`config.mk`:
```
export PLATFORM = sky130hd
export DESIGN_NAME = dac_chan_config
export DESIGN_NICKNAME = d
export VERILOG_FILES = /design/src/dac_cfg_pkg.sv /design/src/chan_cfg_if.sv /design/src/chan_decode.sv /design/src/dac_chan_config.sv
export SDC_FILE = /design/constraint.sdc
export NUM_CORES = 1
export LEC_CHECK = 0
export BUFFER_PORTS_ARGS = -buffer_cell sky130_fd_sc_hd__buf_2
export CAP_MARGIN = 20
export CORE_UTILIZATION = 58
export CTS_BUF_LIST = sky130_fd_sc_hd__clkbuf_16
export CTS_CLUSTER_DIAMETER = 60
export DETAILED_ROUTE_END_ITERATION = 8
export PLACE_DENSITY_LB_ADDON = 0.08
export SYNTH_ARGS = -nofsm -noshare
export SYNTH_HDL_FRONTEND = slang
export SYNTH_HIERARCHICAL = 1
export SYNTH_SLANG_ARGS = --single-unit
```
`constraint.sdc`:
```
create_clock -name core_clk -period 10 [get_ports core_clk]
set_clock_uncertainty 0.1 [all_clocks]
set_input_delay 2 -clock core_clk [delete_from_list [all_inputs] [get_ports core_clk]]
set_output_delay 2 -clock core_clk [all_outputs]
set_load 0.01 [all_outputs]
```
`src/dac_cfg_pkg.sv`:
```
// constants and types for the quad channel output configuration block
// Operation
// - internal reference disabled after reset
// - writing one enables internal reference
// - internal reference gains 1.5, 2, 3, 4
// - voltage code 10 or 12 bits wide
// - external reference is default after reset
// - gain field code also selects external reference
// - external reference forces unity gain
// - supply reference forces unity gain
// - current range field selects output range
// - current mode uses 8-bit code
// - compare enable puts channel into comparator; here only while the voltage output is on (vpd 00)
// - pin: disabled, none, push-pull/open-drain, inverted
// - feedback high impedance until disable written
// - per-channel compare type selects operation
// - compare type 00 plain 01 hyst 10 window
package dac_cfg_pkg;
    localparam int NUM_CHAN = 4;
    localparam int ADDR_W   = 4;
    // register offsets
    localparam logic [3:0] OFS_COMMON    = 4'h0;
    localparam logic [3:0] OFS_DEVMODE   = 4'h1;
    localparam logic [3:0] OFS_STATUS    = 4'h2;
    localparam logic [3:0] OFS_VCMP_BASE = 4'h4; // 4..7 per channel
    localparam logic [3:0] OFS_CUR_BASE  = 4'h8; // 8..b per channel
    localparam logic [3:0] OFS_DATA_BASE = 4'hc; // c..f per channel
    // common register fields
    localparam int COM_INT_REF_BIT  = 0;
    localparam int COM_VPD_LSB      = 8;  // 2 bits per channel
    localparam int COM_IPD_LSB      = 4;  // 1 bit per channel
    localparam int DEV_IN_DIS_BIT   = 0;
    // voltage compare register fields
    localparam int VC_GAIN_LSB      = 0;  // 3 bits
    localparam int VC_EN_BIT        = 3;
    localparam int VC_PIN_EN_BIT    = 4;
    localparam int VC_DRAIN_BIT     = 5;
    localparam int VC_INV_BIT       = 6;
    localparam int VC_HIZ_DIS_BIT   = 7;
    localparam int VC_TYPE_LSB      = 8;  // 2 bits
    // current setup register fields
    localparam int CS_RANGE_LSB     = 0;  // 4 bits
    localparam int CS_CODE_SEL_BIT  = 4;
    localparam int CS_BYTE_LSB      = 8;  // 8 bits
    // reset values
    localparam logic [15:0] COMMON_RST = 16'hfff0; // all powered down, hi-z
    localparam logic [15:0] DEVMODE_RST = 16'h0000;
    localparam logic [15:0] VCMP_RST   = 16'h0000;
    localparam logic [15:0] CUR_RST    = 16'h0000;
    localparam logic [1:0]  VPD_HIZ    = 2'h3;
    typedef enum logic [2:0] {
        GAIN_EXT  = 3'h0, GAIN_VDD = 3'h1, GAIN_1P5 = 3'h2,
        GAIN_2    = 3'h3, GAIN_3   = 3'h4, GAIN_4   = 3'h5
    } gain_sel_t;
    typedef enum logic [1:0] {
        CMP_PLAIN = 2'h0, CMP_HYST = 2'h1, CMP_WINDOW = 2'h2, CMP_INVALID = 2'h3
    } cmp_type_t;
    typedef enum logic [1:0] {
        REF_EXT = 2'h0, REF_INT = 2'h1, REF_VDD = 2'h2
    } ref_src_t;
    typedef enum logic [2:0] {
        STG_G1 = 3'h0, STG_G1P5 = 3'h1, STG_G2 = 3'h2, STG_G3 = 3'h3, STG_G4 = 3'h4
    } stage_gain_t;
endpackage : dac_cfg_pkg

```
`src/chan_cfg_if.sv`:
```
// carrier between the register file and the per-channel decoder
`timescale 1ns/1ps
`default_nettype none
interface chan_cfg_if;
    logic [15:0] vcmp;
    logic [15:0] cur;
    logic [11:0] code;
    logic [1:0]  vpd;
    logic        ipd;
    logic        int_ref_on;
    logic        cmp_raw;
    modport src (output vcmp, cur, code, vpd, ipd, int_ref_on, cmp_raw);
    modport dst (input  vcmp, cur, code, vpd, ipd, int_ref_on, cmp_raw);
endinterface : chan_cfg_if
`default_nettype wire

```
`src/chan_decode.sv`:
```
// per-channel decoder: reference, gain, mode, code and comparator pin
`timescale 1ns/1ps
`default_nettype none
module chan_decode #(
    parameter int CODE_W = 12
) (
    input  wire logic                   core_clk,
    input  wire logic                   rst,
    chan_cfg_if.dst                     cfg,
    output logic [1:0]                  ref_src_r,
    output logic [2:0]                  stage_gain_r,
    output logic                        vout_on_r,
    output logic                        iout_on_r,
    output logic [3:0]                  cur_range_r,
    output logic [CODE_W-1:0]           vcode_r,
    output logic [7:0]                  icode_r,
    output logic                        cmp_active_r,
    output logic [1:0]                  cmp_type_r,
    output logic                        fb_hiz_r,
    output logic                        pin_out_r,
    output logic                        pin_oe_r
);
    wire [2:0] gsel     = cfg.vcmp[dac_cfg_pkg::VC_GAIN_LSB +: 3];
    wire       cmp_en   = cfg.vcmp[dac_cfg_pkg::VC_EN_BIT];
    wire       pin_en   = cfg.vcmp[dac_cfg_pkg::VC_PIN_EN_BIT];
    wire       drain    = cfg.vcmp[dac_cfg_pkg::VC_DRAIN_BIT];
    wire       inv      = cfg.vcmp[dac_cfg_pkg::VC_INV_BIT];
    wire       hiz_dis  = cfg.vcmp[dac_cfg_pkg::VC_HIZ_DIS_BIT];
    // external used unless the supply code is picked, or internal is on and an internal gain is picked
    wire       sel_vdd  = (gsel == dac_cfg_pkg::GAIN_VDD);
    // spare codes 6 and 7 fall into the 4x gain
    wire       sel_intg = (gsel >= dac_cfg_pkg::GAIN_1P5);
    wire       use_int  = cfg.int_ref_on && sel_intg;
    wire [1:0] ref_nxt  = sel_vdd ? dac_cfg_pkg::REF_VDD :
                          use_int ? dac_cfg_pkg::REF_INT : dac_cfg_pkg::REF_EXT;
    logic [2:0] gain_nxt;
    always_comb begin
        gain_nxt = dac_cfg_pkg::STG_G1;
        if (use_int) begin
            unique case (gsel)
                dac_cfg_pkg::GAIN_1P5: gain_nxt = dac_cfg_pkg::STG_G1P5;
                dac_cfg_pkg::GAIN_2:   gain_nxt = dac_cfg_pkg::STG_G2;
                dac_cfg_pkg::GAIN_3:   gain_nxt = dac_cfg_pkg::STG_G3;
                default:               gain_nxt = dac_cfg_pkg::STG_G4;
            endcase
        end
    end
    wire vout_nxt  = (cfg.vpd == 2'h0);
    wire iout_nxt  = !cfg.ipd && (cfg.vpd == dac_cfg_pkg::VPD_HIZ);
    // comparator needs voltage mode
    wire act_nxt   = cmp_en && vout_nxt;
    wire [7:0] ic_nxt = cfg.cur[dac_cfg_pkg::CS_CODE_SEL_BIT] ?
                        cfg.cur[dac_cfg_pkg::CS_BYTE_LSB +: 8] :
                        cfg.code[11:4];
    wire lvl       = cfg.cmp_raw ^ inv;
    // open drain only pulls low; push-pull drives both levels
    wire oe_nxt    = act_nxt && pin_en && (!drain || !lvl);
    always_ff @(posedge core_clk or posedge rst) begin
        if (rst) begin
            ref_src_r    <= dac_cfg_pkg::REF_EXT;
            stage_gain_r <= dac_cfg_pkg::STG_G1;
            vout_on_r    <= 1'b0;
            iout_on_r    <= 1'b0;
            cur_range_r  <= 4'h0;
            vcode_r      <= '0;
            icode_r      <= 8'h00;
            cmp_active_r <= 1'b0;
            cmp_type_r   <= dac_cfg_pkg::CMP_PLAIN;
            fb_hiz_r     <= 1'b1;
            pin_out_r    <= 1'b0;
            pin_oe_r     <= 1'b0;
        end else begin
            ref_src_r    <= ref_nxt;
            stage_gain_r <= gain_nxt;
            vout_on_r    <= vout_nxt;
            iout_on_r    <= iout_nxt;
            cur_range_r  <= cfg.cur[dac_cfg_pkg::CS_RANGE_LSB +: 4];
            vcode_r      <= cfg.code[11 -: CODE_W];
            icode_r      <= ic_nxt;
            cmp_active_r <= act_nxt;
            cmp_type_r   <= cfg.vcmp[dac_cfg_pkg::VC_TYPE_LSB +: 2];
            fb_hiz_r     <= !hiz_dis;
            pin_out_r    <= lvl && !drain;
            pin_oe_r     <= oe_nxt;
        end
    end
    a_ext_gain_unity: assert property (@(posedge core_clk) disable iff (rst)
        (ref_nxt != dac_cfg_pkg::REF_INT) |=> stage_gain_r == dac_cfg_pkg::STG_G1)
        else $error("gain not unity without internal reference");
    a_vdd_ref_sel: assert property (@(posedge core_clk) disable iff (rst)
        sel_vdd |=> ref_src_r == dac_cfg_pkg::REF_VDD && stage_gain_r == dac_cfg_pkg::STG_G1)
        else $error("supply reference not unity");
    a_int_ref_gate: assert property (@(posedge core_clk) disable iff (rst)
        !cfg.int_ref_on |=> ref_src_r != dac_cfg_pkg::REF_INT)
        else $error("internal reference used while off");
    a_int_gain_map: assert property (@(posedge core_clk) disable iff (rst)
        (use_int && gsel == dac_cfg_pkg::GAIN_3) |=> stage_gain_r == dac_cfg_pkg::STG_G3)
        else $error("internal gain 3 misdecoded");
    a_cmp_pin_off: assert property (@(posedge core_clk) disable iff (rst)
        (!cmp_en || !pin_en) |=> !pin_oe_r)
        else $error("comparator pin driven while off");
    a_drain_no_high: assert property (@(posedge core_clk) disable iff (rst)
        (act_nxt && pin_en && drain) |=> !pin_out_r && (pin_oe_r == !$past(lvl)))
        else $error("open drain drove high");
    a_fb_hiz_ctl: assert property (@(posedge core_clk) disable iff (rst)
        $rose(hiz_dis) |=> !fb_hiz_r)
        else $error("feedback stayed high impedance");
    a_iout_mode: assert property (@(posedge core_clk) disable iff (rst)
        iout_on_r |-> !vout_on_r && !cmp_active_r)
        else $error("current mode overlaps voltage mode");
    c_cmp_drive: cover property (@(posedge core_clk) disable iff (rst) pin_oe_r);
    c_int_ref: cover property (@(posedge core_clk) disable iff (rst)
        ref_src_r == dac_cfg_pkg::REF_INT);
    c_iout: cover property (@(posedge core_clk) disable iff (rst) iout_on_r);
endmodule : chan_decode
`default_nettype wire

```
`src/dac_chan_config.sv`:
```
// top: register file and four channel decoders
//
// Our own choices: the placing of the registers and the address-and-strobe port.
`timescale 1ns/1ps
`default_nettype none
module dac_chan_config #(
    parameter int CODE_W = 12
) (
    input  wire logic                        core_clk,
    input  wire logic                        rst,
    input  wire logic [3:0]                  reg_addr,
    input  wire logic [15:0]                 reg_wdata,
    input  wire logic                        reg_wr,
    input  wire logic                        reg_rd,
    output logic      [15:0]                 reg_rdata,
    input  wire logic [3:0]                  cmp_raw,
    output logic      [3:0]                  output_pin_out,
    output logic      [3:0]                  output_pin_oe,
    output logic      [3:0]                  feedback_pin_hiz,
    output logic      [3:0]                  vout_on,
    output logic      [3:0]                  iout_on,
    output logic      [3:0]                  cmp_active,
    output logic      [7:0]                  cmp_type,
    output logic      [7:0]                  ref_src,
    output logic      [11:0]                 stage_gain,
    output logic      [15:0]                 cur_range,
    output logic      [4*CODE_W-1:0]         vcode,
    output logic      [31:0]                 icode,
    output logic                             int_ref_on,
    output logic                             input_mode_disable
);
    logic [15:0] common_r;
    logic [15:0] devmode_r;
    logic [15:0] vcmp_r [4];
    logic [15:0] cur_r  [4];
    logic [11:0] code_r [4];
    logic [15:0] status_r;

    wire        hit_common = reg_addr == dac_cfg_pkg::OFS_COMMON;
    wire        hit_dev    = reg_addr == dac_cfg_pkg::OFS_DEVMODE;
    wire        hit_stat   = reg_addr == dac_cfg_pkg::OFS_STATUS;
    wire [1:0]  ch         = reg_addr[1:0];
    wire        hit_vcmp   = reg_addr[3:2] == dac_cfg_pkg::OFS_VCMP_BASE[3:2];
    wire        hit_cur    = reg_addr[3:2] == dac_cfg_pkg::OFS_CUR_BASE[3:2];
    wire        hit_data   = reg_addr[3:2] == dac_cfg_pkg::OFS_DATA_BASE[3:2];
    // unmapped offset 3 reads zero
    wire [15:0] rd_mux = hit_common ? common_r :
                         hit_dev    ? devmode_r :
                         hit_stat   ? status_r :
                         hit_vcmp   ? vcmp_r[ch] :
                         hit_cur    ? cur_r[ch] :
                         hit_data   ? {4'h0, code_r[ch]} : 16'h0000;
    // narrow variant keeps the code left aligned in 12 bits
    wire [11:0] code_wr = reg_wdata[11:0] & ~12'((1 << (12 - CODE_W)) - 1);

    always_ff @(posedge core_clk or posedge rst) begin
        if (rst) begin
            common_r  <= dac_cfg_pkg::COMMON_RST;
            devmode_r <= dac_cfg_pkg::DEVMODE_RST;
            reg_rdata <= 16'h0000;
        end else begin
            if (reg_wr && hit_common)
                common_r <= reg_wdata;
            if (reg_wr && hit_dev)
                devmode_r <= reg_wdata;
            reg_rdata <= reg_rd ? rd_mux : 16'h0000;
        end
    end

    genvar g;
    generate
        for (g = 0; g < dac_cfg_pkg::NUM_CHAN; g++) begin : g_chan
            chan_cfg_if cif ();
            always_ff @(posedge core_clk or posedge rst) begin
                if (rst) begin
                    vcmp_r[g] <= dac_cfg_pkg::VCMP_RST;
                    cur_r[g]  <= dac_cfg_pkg::CUR_RST;
                    code_r[g] <= 12'h000;
                end else if (reg_wr && ch == 2'(g)) begin
                    if (hit_vcmp)
                        vcmp_r[g] <= reg_wdata;
                    if (hit_cur)
                        cur_r[g] <= reg_wdata;
                    if (hit_data)
                        code_r[g] <= code_wr;
                end
            end
            assign cif.vcmp       = vcmp_r[g];
            assign cif.cur        = cur_r[g];
            assign cif.code       = code_r[g];
            assign cif.vpd        = common_r[dac_cfg_pkg::COM_VPD_LSB + 2*g +: 2];
            assign cif.ipd        = common_r[dac_cfg_pkg::COM_IPD_LSB + g];
            assign cif.int_ref_on = common_r[dac_cfg_pkg::COM_INT_REF_BIT];
            assign cif.cmp_raw    = cmp_raw[g];
            chan_decode #(.CODE_W(CODE_W)) u_dec (
                .core_clk     (core_clk),
                .rst          (rst),
                .cfg          (cif.dst),
                .ref_src_r    (ref_src[2*g +: 2]),
                .stage_gain_r (stage_gain[3*g +: 3]),
                .vout_on_r    (vout_on[g]),
                .iout_on_r    (iout_on[g]),
                .cur_range_r  (cur_range[4*g +: 4]),
                .vcode_r      (vcode[CODE_W*g +: CODE_W]),
                .icode_r      (icode[8*g +: 8]),
                .cmp_active_r (cmp_active[g]),
                .cmp_type_r   (cmp_type[2*g +: 2]),
                .fb_hiz_r     (feedback_pin_hiz[g]),
                .pin_out_r    (output_pin_out[g]),
                .pin_oe_r     (output_pin_oe[g])
            );
        end
    endgenerate

    // status shows decoded channel modes
    always_ff @(posedge core_clk or posedge rst) begin
        if (rst) begin
            status_r           <= 16'h0000;
            int_ref_on         <= 1'b0;
            input_mode_disable <= 1'b0;
        end else begin
            status_r           <= {4'h0, cmp_active, iout_on, vout_on};
            int_ref_on         <= common_r[dac_cfg_pkg::COM_INT_REF_BIT];
            input_mode_disable <= devmode_r[dac_cfg_pkg::DEV_IN_DIS_BIT];
        end
    end

    a_rd_zero_idle: assert property (@(posedge core_clk) disable iff (rst)
        !reg_rd |=> reg_rdata == 16'h0000)
        else $error("read data outside read slot");
    a_int_ref_write: assert property (@(posedge core_clk) disable iff (rst)
        (reg_wr && hit_common && reg_wdata[0]) |=> ##1 int_ref_on)
        else $error("internal reference did not enable");
    a_chan_isolated: assert property (@(posedge core_clk) disable iff (rst)
        (reg_wr && hit_vcmp && ch == 2'h0) |=> $stable(vcmp_r[1]))
        else $error("write leaked to another channel");
    c_wr_rd: cover property (@(posedge core_clk) disable iff (rst) reg_wr ##1 reg_rd);
endmodule : dac_chan_config
`default_nettype wire

```
==> results of run 1 <==
[worst max-delay path by stage]
stage	start	end	cells past startpoint
final	reg_addr[1]	reg_rdata[4]	6
after global placement	reg_addr[1]	g_chan[3].cif.code[0]	5
after global routing	reg_addr[1]	reg_rdata[4]	6
after floorplan	rst	common_r[0]	1
after detailed placement	reg_addr[1]	reg_rdata[4]	6
after CTS	reg_addr[1]	devmode_r[9]	5
[power by group through the flow]
stage,registers [W],logic [W],clock network [W]
final,0.00220,0.000779,0.00140
after global routing,0.00224,0.000841,0.00148
after CTS,0.00220,0.000784,0.00142
after detailed placement,0.00222,0.000778,0
after global placement,0.00221,0.000757,0
after floorplan,0.00220,0.000443,0
[routing by layer]
layer | share of wire (%) | global-route usage [%]
met3 | 5.4 | 4.39
met1 | 44 | 43.7
met5 | 0 | 0
met2 | 49 | 47.5
met4 | 1.7 | 7.62
[critical path, cell delays in order]
cell and delay (ns):
sky130_fd_sc_hd__buf_4 0.31, sky130_fd_sc_hd__buf_4 0.78, sky130_fd_sc_hd__nand2b_1 0.43, sky130_fd_sc_hd__o21ai_1 0.73
sky130_fd_sc_hd__o221ai_1 0.22, sky130_fd_sc_hd__o22ai_1 0.32
[sequential cells by signal, indices dropped and copies added (netlist names), 8 cells and up]
signal,cells
common_r,16
devmode_r,16
g_chan.cif.code,48
g_chan.cif.cur,64
g_chan.cif.vcmp,64
g_chan.u_dec/cmp_type_r,8
g_chan.u_dec/cur_range_r,16
g_chan.u_dec/icode_r,32
g_chan.u_dec/ref_src_r,8
g_chan.u_dec/stage_gain_r,12
g_chan.u_dec/vcode_r,48
reg_rdata,16
status_r,12
[metrics by stage]
| step | cells | setup WS, ns | util (%) | hold slack, ns |
|---|---|---|---|---|
| after global routing | 1526 | 5.25 | 69.6 | 0.290 |
| final | 1527 | 5.38 | 69.6 | 0.284 |
| after global placement | 1448 | 4.76 | 64.3 | 0.279 |
| after detailed placement | 1452 | 4.89 | 64.6 | 0.271 |
| after CTS | 1523 | 5.42 | 69.4 | 0.282 |
| after floorplan | 973 | 1.39 | - | 0.263 |
[placed cells by master, fill, tap and decap left out, drive strengths merged, types with 8 or more instances in the layout]
master,netlist,routed
nor2b,12,12
dfstp,16,16
buf,42,210
o2bb2ai,8,8
o221ai,8,8
clkinv,2,16
mux2,244,244
nand2,19,19
a21oi,11,11
nor3b,8,8
nor2,31,31
mux2i,27,27
mux4,30,30
o22ai,26,26
o21ai,12,12
inv,12,25
dfrtp,370,370
clkbuf,17,41
[cells by family (layout without fill, tap and decap cells)]
group	count (synthesis)	in the layout	share of synthesized area (%)
and+or+nand+nor	106	106	4.17
muxes	301	301	24.4
xor gates and xnor gates	8	8	0.462
other	0	2	0
buffers and inverters	73	295	2.47
AOI/OAI and AO/OA	99	99	4.67
DFF	386	386	63.8
[area by class of cell]
type                    instances  area [um2]  share of cell area [%]
diodes                          2        5.00                  0.0283
clock inverters                30         198                    1.12
repair buffers                210        1170                    6.63
well taps                     330         413                    2.34
inverters                      14        60.1                   0.340
multi-input cells             514        5120                    29.0
clock buffers                  41        1030                    5.81
flip-flops and latches        386        9680                    54.8
==> PnR_summary.wiki, run 1 <==
{| class="wikitable"
! Metric !! Value
|-
| Vertical extent of the die || 164 um
|-
| Total of warnings raised by yosys || 6
|-
| Synth Net Count || 1001
|-
| Pins Over Slew Limit || 0
|-
| Post-detailed-route wirelength per cell || 25.1 um
|-
| Netlist cell types || 62
|-
| Critical path data arrival time || 4.91 ns
|-
| Power per standard cell area || 247 nW/um2
|-
| CTS sink count || 386
|-
| Global-route congestion overflow total || 0
|-
| Hold endpoint || status_r[8]
|-
| Count of hold-fix buffers inserted at cts || 0
|-
| Critical path class || primary input to register
|-
| Main synth FF type || sky130_fd_sc_hd__dfrtp_1
|-
| Pin count of the biggest net entering global routing || 107
|-
| Unrepaired setup endpoints after global routing || false
|-
| Leading cell types by total area after synthesis || sky130_fd_sc_hd__dfrtp_1 (61%), sky130_fd_sc_hd__mux2_2 (18%), sky130_fd_sc_hd__mux4_2 (4.0%), sky130_fd_sc_hd__dfstp_2 (2.8%), sky130_fd_sc_hd__mux2i_1 (1.8%)
|-
| Drt drc || 0
|-
| Aggregate routed wire length || 38.3 mm
|-
| Flop pwr share || 50.2%
|-
| Final critical-path share of the clock period || 46.2%
|-
| Max-slew headroom || 34.1%
|-
| Final net count || 1193
|-
| Area Growth Syn to Fin || 16.5%
|-
| Routability congestion estimate from global placement || 0.854
|-
| Total die area || 26800 um2
|-
| Number of ports placed on the die boundary || 194
|-
| Number of fillers in the final layout || 1765
|-
| Minimum clock period after layout || 4.62 ns
|-
| Leakage power of the design || 8.27 nW
|-
| Number of H-tree levels || 2
|-
| Area of the core || 25400 um2
|-
| Yosys top cell by area || sky130_fd_sc_hd__dfrtp_1
|-
| Share of final-layout standard cells stronger than drive strength 1 || 47.7%
|-
| Setup TNS Final || 0 ns
|-
| Worst r2r dst || reg_rdata[4]
|-
| First-pass GRT wire length || 57.9 mm
|-
| Cell count after synthesis || 973
|-
| Critical Path Fanout Max || 63
|-
| Final non-filler cell area || 17700 um2
|-
| Starting DRT DRC Count || 691
|-
| Overall track demand over capacity in global routing || 29.9%
|-
| Min-delay worst type || register to register
|-
| Summed instance area of the synthesized netlist || 15200 um2
|-
| First-pass detailed-route iteration total || 5
|-
| Count of maximum capacitance violations || 0
|-
| Worst hold path startpoint || g_chan[0].u_dec/cmp_active_r
|-
| Total placed instance area || 16400 um2
|-
| Transition time of the tightest slew-check pin || 0.987 ns
|-
| Overall power consumption || 0.00437 W
|-
| Std cell rows || 58
|-
| Asr flop ratio synth || 100%
|-
| Width of the chip || 164 um
|-
| Vias || 9105
|-
| Outcome || completed
|-
| Post-Synthesis Mean Instance Area || 15.6 um2
|-
| Number of vias per cell after detailed routing || 5.96
|-
| Sort of element at the end of the critical path || register
|-
| Num CTS Buffers || 39
|-
| Number of instances resized during post-cts repair || 0
|-
| Worst Reg-to-Reg Cells || 3
|-
| Root cell of the clock tree || sky130_fd_sc_hd__clkbuf_16
|-
| Gate power share || 17.8%
|-
| Fraction of the yosys area taken by sequential cells || 63.8%
|-
| Share of total power in the clock network || 32.0%
|-
| Cells on Worst Hold Path || 0
|-
| Top cell type's share of synthesized area || 61.0%
|-
| Fraction of power spent switching nets || 27.6%
|-
| Final Hold Viols || 0
|-
| Number of enable flip-flop cells after synthesis || 0
|-
| Number of global-route vias before repair || 9321
|-
| Final count of negative-setup-slack endpoints || 0
|-
| Port buffer count || 193
|-
| R2R Path Start || g_chan[0].cif.cur[4]
|-
| Number of antenna violations at the first check in global routing || 2
|-
| Maximum clock rate || 217 MHz
|-
| Effective utilization at floorplan || 59.7%
|-
| Detailed placer's ending HPWL || 24.3 mm
|-
| Top cell types by occurrence after synthesis || sky130_fd_sc_hd__dfrtp_1 (370), sky130_fd_sc_hd__mux2_2 (244), sky130_fd_sc_hd__mux2i_1 (27), sky130_fd_sc_hd__mux4_2 (27), sky130_fd_sc_hd__o22ai_1 (26)
|-
| Setup slack of the most critical reg-to-reg path || 8.07 ns
|-
| TritonCTS clock tree || built
|-
| Worst-case vdd ir drop || 0.190 mV
|-
| Setup Fix Bufs, Post-CTS || 0
|-
| Maximum clock path buffer count || 3
|-
| Post-route antenna net violation count || 0
|-
| Startpoint Class || primary input
|-
| Clock latency at the later pin of the worst-skew pair || 0.52 ns
|-
| Count leader, synth || sky130_fd_sc_hd__dfrtp_1
|-
| Number of flip-flops and latches in the synthesized netlist || 386
|-
| Switching power summed over all nets || 0.00121 W
|-
| Critical path data required time || 10.29 ns
|-
| Internal power consumption || 0.00317 W
|-
| Clk pin slew, worst setup/hold paths || 0.06 ns
|}
Note: power is estimated with default switching activity, not from simulation.
==> run 2: changes to the inputs <==
--- a/config.mk
+++ b/config.mk
@@ -7,7 +7,7 @@
 export LEC_CHECK = 0
 export BUFFER_PORTS_ARGS = -buffer_cell sky130_fd_sc_hd__buf_2
 export CAP_MARGIN = 20
-export CORE_UTILIZATION = 58
+export CORE_UTILIZATION = 52
 export CTS_BUF_LIST = sky130_fd_sc_hd__clkbuf_16
 export CTS_CLUSTER_DIAMETER = 60
 export DETAILED_ROUTE_END_ITERATION = 8
==> constraint.sdc (replaced) <==
create_clock -name core_clk -period 4.1 [get_ports core_clk]
set_clock_uncertainty 0.1 [all_clocks]
set_input_delay 0.82 -clock core_clk [delete_from_list [all_inputs] [get_ports core_clk]]
set_output_delay 0.82 -clock core_clk [all_outputs]
set_load 0.01 [all_outputs]
==> run 2 against run 1 <==
Effect of this change: utilization down 7.3 points; non-clock buffer count up 10; count of clock-buffer cells in the layout up 1; power up 150%; final cell count up 4.1%; register-to-register slack worse by 5.9 ns; sequential cell count unchanged; critical path type unchanged; largest cell class unchanged.
==> PnR_summary.wiki, run 2 (synthesized netlist as in run 1, its figures left out) <==
{| class="wikitable"
! Metric !! Value
|-
| Outcome || completed
|-
| R2R Path Start || g_chan[1].cif.cur[4]
|-
| Number of instances resized during post-cts repair || 0
|-
| Drt drc || 0
|-
| TritonCTS clock tree || built
|-
| Total die area || 29900 um2
|-
| Final count of negative-setup-slack endpoints || 0
|-
| First-pass detailed-route iteration total || 8
|-
| Maximum clock path buffer count || 3
|-
| Vertical extent of the die || 173 um
|-
| Worst r2r dst || reg_rdata[4]
|-
| Count of hold-fix buffers inserted at cts || 0
|-
| Final Hold Viols || 0
|-
| Transition time of the tightest slew-check pin || 1.01 ns
|-
| First-pass GRT wire length || 60.2 mm
|-
| Final critical-path share of the clock period || 63.6%
|-
| Minimum clock period after layout || 2.61 ns
|-
| Sequential cell area || 9680 um2
|-
| Starting DRT DRC Count || 639
|-
| Number of H-tree levels || 2
|-
| Critical path data required time || 4.41 ns
|-
| Area of the core || 28700 um2
|-
| Startpoint Class || primary input
|-
| Aggregate routed wire length || 39.0 mm
|-
| Routability congestion estimate from global placement || 0.867
|-
| Setup TNS Final || 0 ns
|-
| Area of the multi-input gates || 5110 um2
|-
| Cells on Worst Hold Path || 0
|-
| Commonest non-fill, non-tap cells in the layout || sky130_fd_sc_hd__dfrtp_1 (370), sky130_fd_sc_hd__mux2_2 (244), sky130_fd_sc_hd__buf_2 (192)
|-
| Power per standard cell area || 605 nW/um2
|-
| Max-slew headroom || 32.4%
|-
| Count of maximum capacitance violations || 0
|-
| Post-detailed-route wirelength per cell || 24.5 um
|-
| Number of vias per cell after detailed routing || 5.69
|-
| Overall power consumption || 0.0108 W
|-
| Launch point of the critical path || reg_addr[1]
|-
| Worst setup endpoint || reg_rdata[1]
|-
| Min-delay worst type || register to register
|-
| Pins Over Slew Limit || 0
|-
| Clock latency at the later pin of the worst-skew pair || 0.53 ns
|-
| Most common cell after layout, fill and taps aside || sky130_fd_sc_hd__dfrtp_1
|-
| Number of fillers in the final layout || 2238
|-
| Area Growth Syn to Fin || 17.8%
|-
| Worst-case vdd ir drop || 0.351 mV
|-
| Setup Fix Bufs, Post-CTS || 0
|-
| Num CTS Buffers || 40
|-
| Worst Reg-to-Reg Cells || 3
|-
| Post-route antenna net violation count || 0
|-
| Number of antenna violations at the first check in global routing || 3
|-
| Number of global-route vias before repair || 9473
|-
| CTS sink count || 386
|-
| Vias || 9050
|-
| Final net count || 1204
|-
| Port buffer count || 193
|-
| Unrepaired setup endpoints after global routing || false
|-
| Overall track demand over capacity in global routing || 27.0%
|-
| Number of ports placed on the die boundary || 194
|-
| Std cell rows || 62
|-
| Share of final-layout standard cells stronger than drive strength 1 || 48.6%
|-
| Width of the chip || 173 um
|-
| Pin count of the biggest net entering global routing || 118
|-
| Critical Path Fanout Max || 35
|-
| Setup slack of the most critical reg-to-reg path || 2.16 ns
|-
| Sort of element at the end of the critical path || register
|-
| Effective utilization at floorplan || 52.9%
|-
| Leakage power of the design || 8.33 nW
|-
| Clk pin slew, worst setup/hold paths || 0.06 ns
|-
| Critical path data arrival time || 2.92 ns
|-
| Critical path class || primary input to register
|-
| Maximum clock rate || 383 MHz
|-
| Root cell of the clock tree || sky130_fd_sc_hd__clkbuf_16
|-
| Global-route congestion overflow total || 0
|-
| Detailed placer's ending HPWL || 25.2 mm
|}
[run 2: cell type report]
type | instances | share of cell area [%]
clock buffer | 42 | 5.88
antenna | 1 | 0.0140
clock inverter | 29 | 1.36
sequential | 386 | 54.2
multi-input combinational | 514 | 28.6
inverter | 14 | 0.315
timing repair buffer | 220 | 6.92
tap | 384 | 2.69
[run 2: worst max-delay path: stages]
cell                     delay [ns]
sky130_fd_sc_hd__buf_4         0.47
sky130_fd_sc_hd__buf_4         0.41
sky130_fd_sc_hd__mux4_2        0.56
sky130_fd_sc_hd__mux4_2        0.46
sky130_fd_sc_hd__and3_1        0.19
[run 2: routing by layer]
metal / wire length, um / global-route usage (%) / share of wire, % / up-vias
li1: - / - / - / 3933
met1: 17700 / 39.8 / 45 / 4764
met2: 18600 / 42.7 / 48 / 291
met3: 1900 / 3.80 / 4.9 / 62
met4: 824 / 6.93 / 2.1 / 0
met5: 0 / 0 / 0 / -
[run 2: worst min path at each step]
stage	from	end	slack, ns
global route	g_chan[2].u_dec/iout_on_r	status_r[6]	0.30
floorplan	g_chan[2].cif.cur[1]	g_chan[2].u_dec/cur_range_r[1]	0.26
global placement	g_chan[0].cif.code[1]	g_chan[0].u_dec/vcode_r[1]	0.28
finish	g_chan[2].u_dec/iout_on_r	status_r[6]	0.28
detailed placement	g_chan[2].u_dec/iout_on_r	status_r[6]	0.26
CTS	g_chan[2].u_dec/iout_on_r	status_r[6]	0.28
[run 2: metrics by stage]
stage	std cells	hold WS (ns)	worst slack (ns)	cell area, um2	utilization, %
6_report	1590	0.284	1.49	17900	62.2
5_1_grt	1590	0.300	1.41	17900	62.2
4_1_cts	1587	0.284	1.49	17800	62.0
3_5_place_dp	1516	0.264	0.959	16500	57.5
3_3_place_gp	1516	0.276	0.977	16500	57.5
2_1_floorplan	973	0.263	0.0699	15200	-
[run 2: power breakdown]
| group | internal [W] | switching (W) | total, W |
|---|---|---|---|
| combinational | 0.00103 | 0.000880 | 0.00191 |
| clock | 0.00210 | 0.00144 | 0.00354 |
| sequential | 0.00472 | 0.000642 | 0.00536 |
| total | 0.00785 | 0.00296 | 0.0108 |
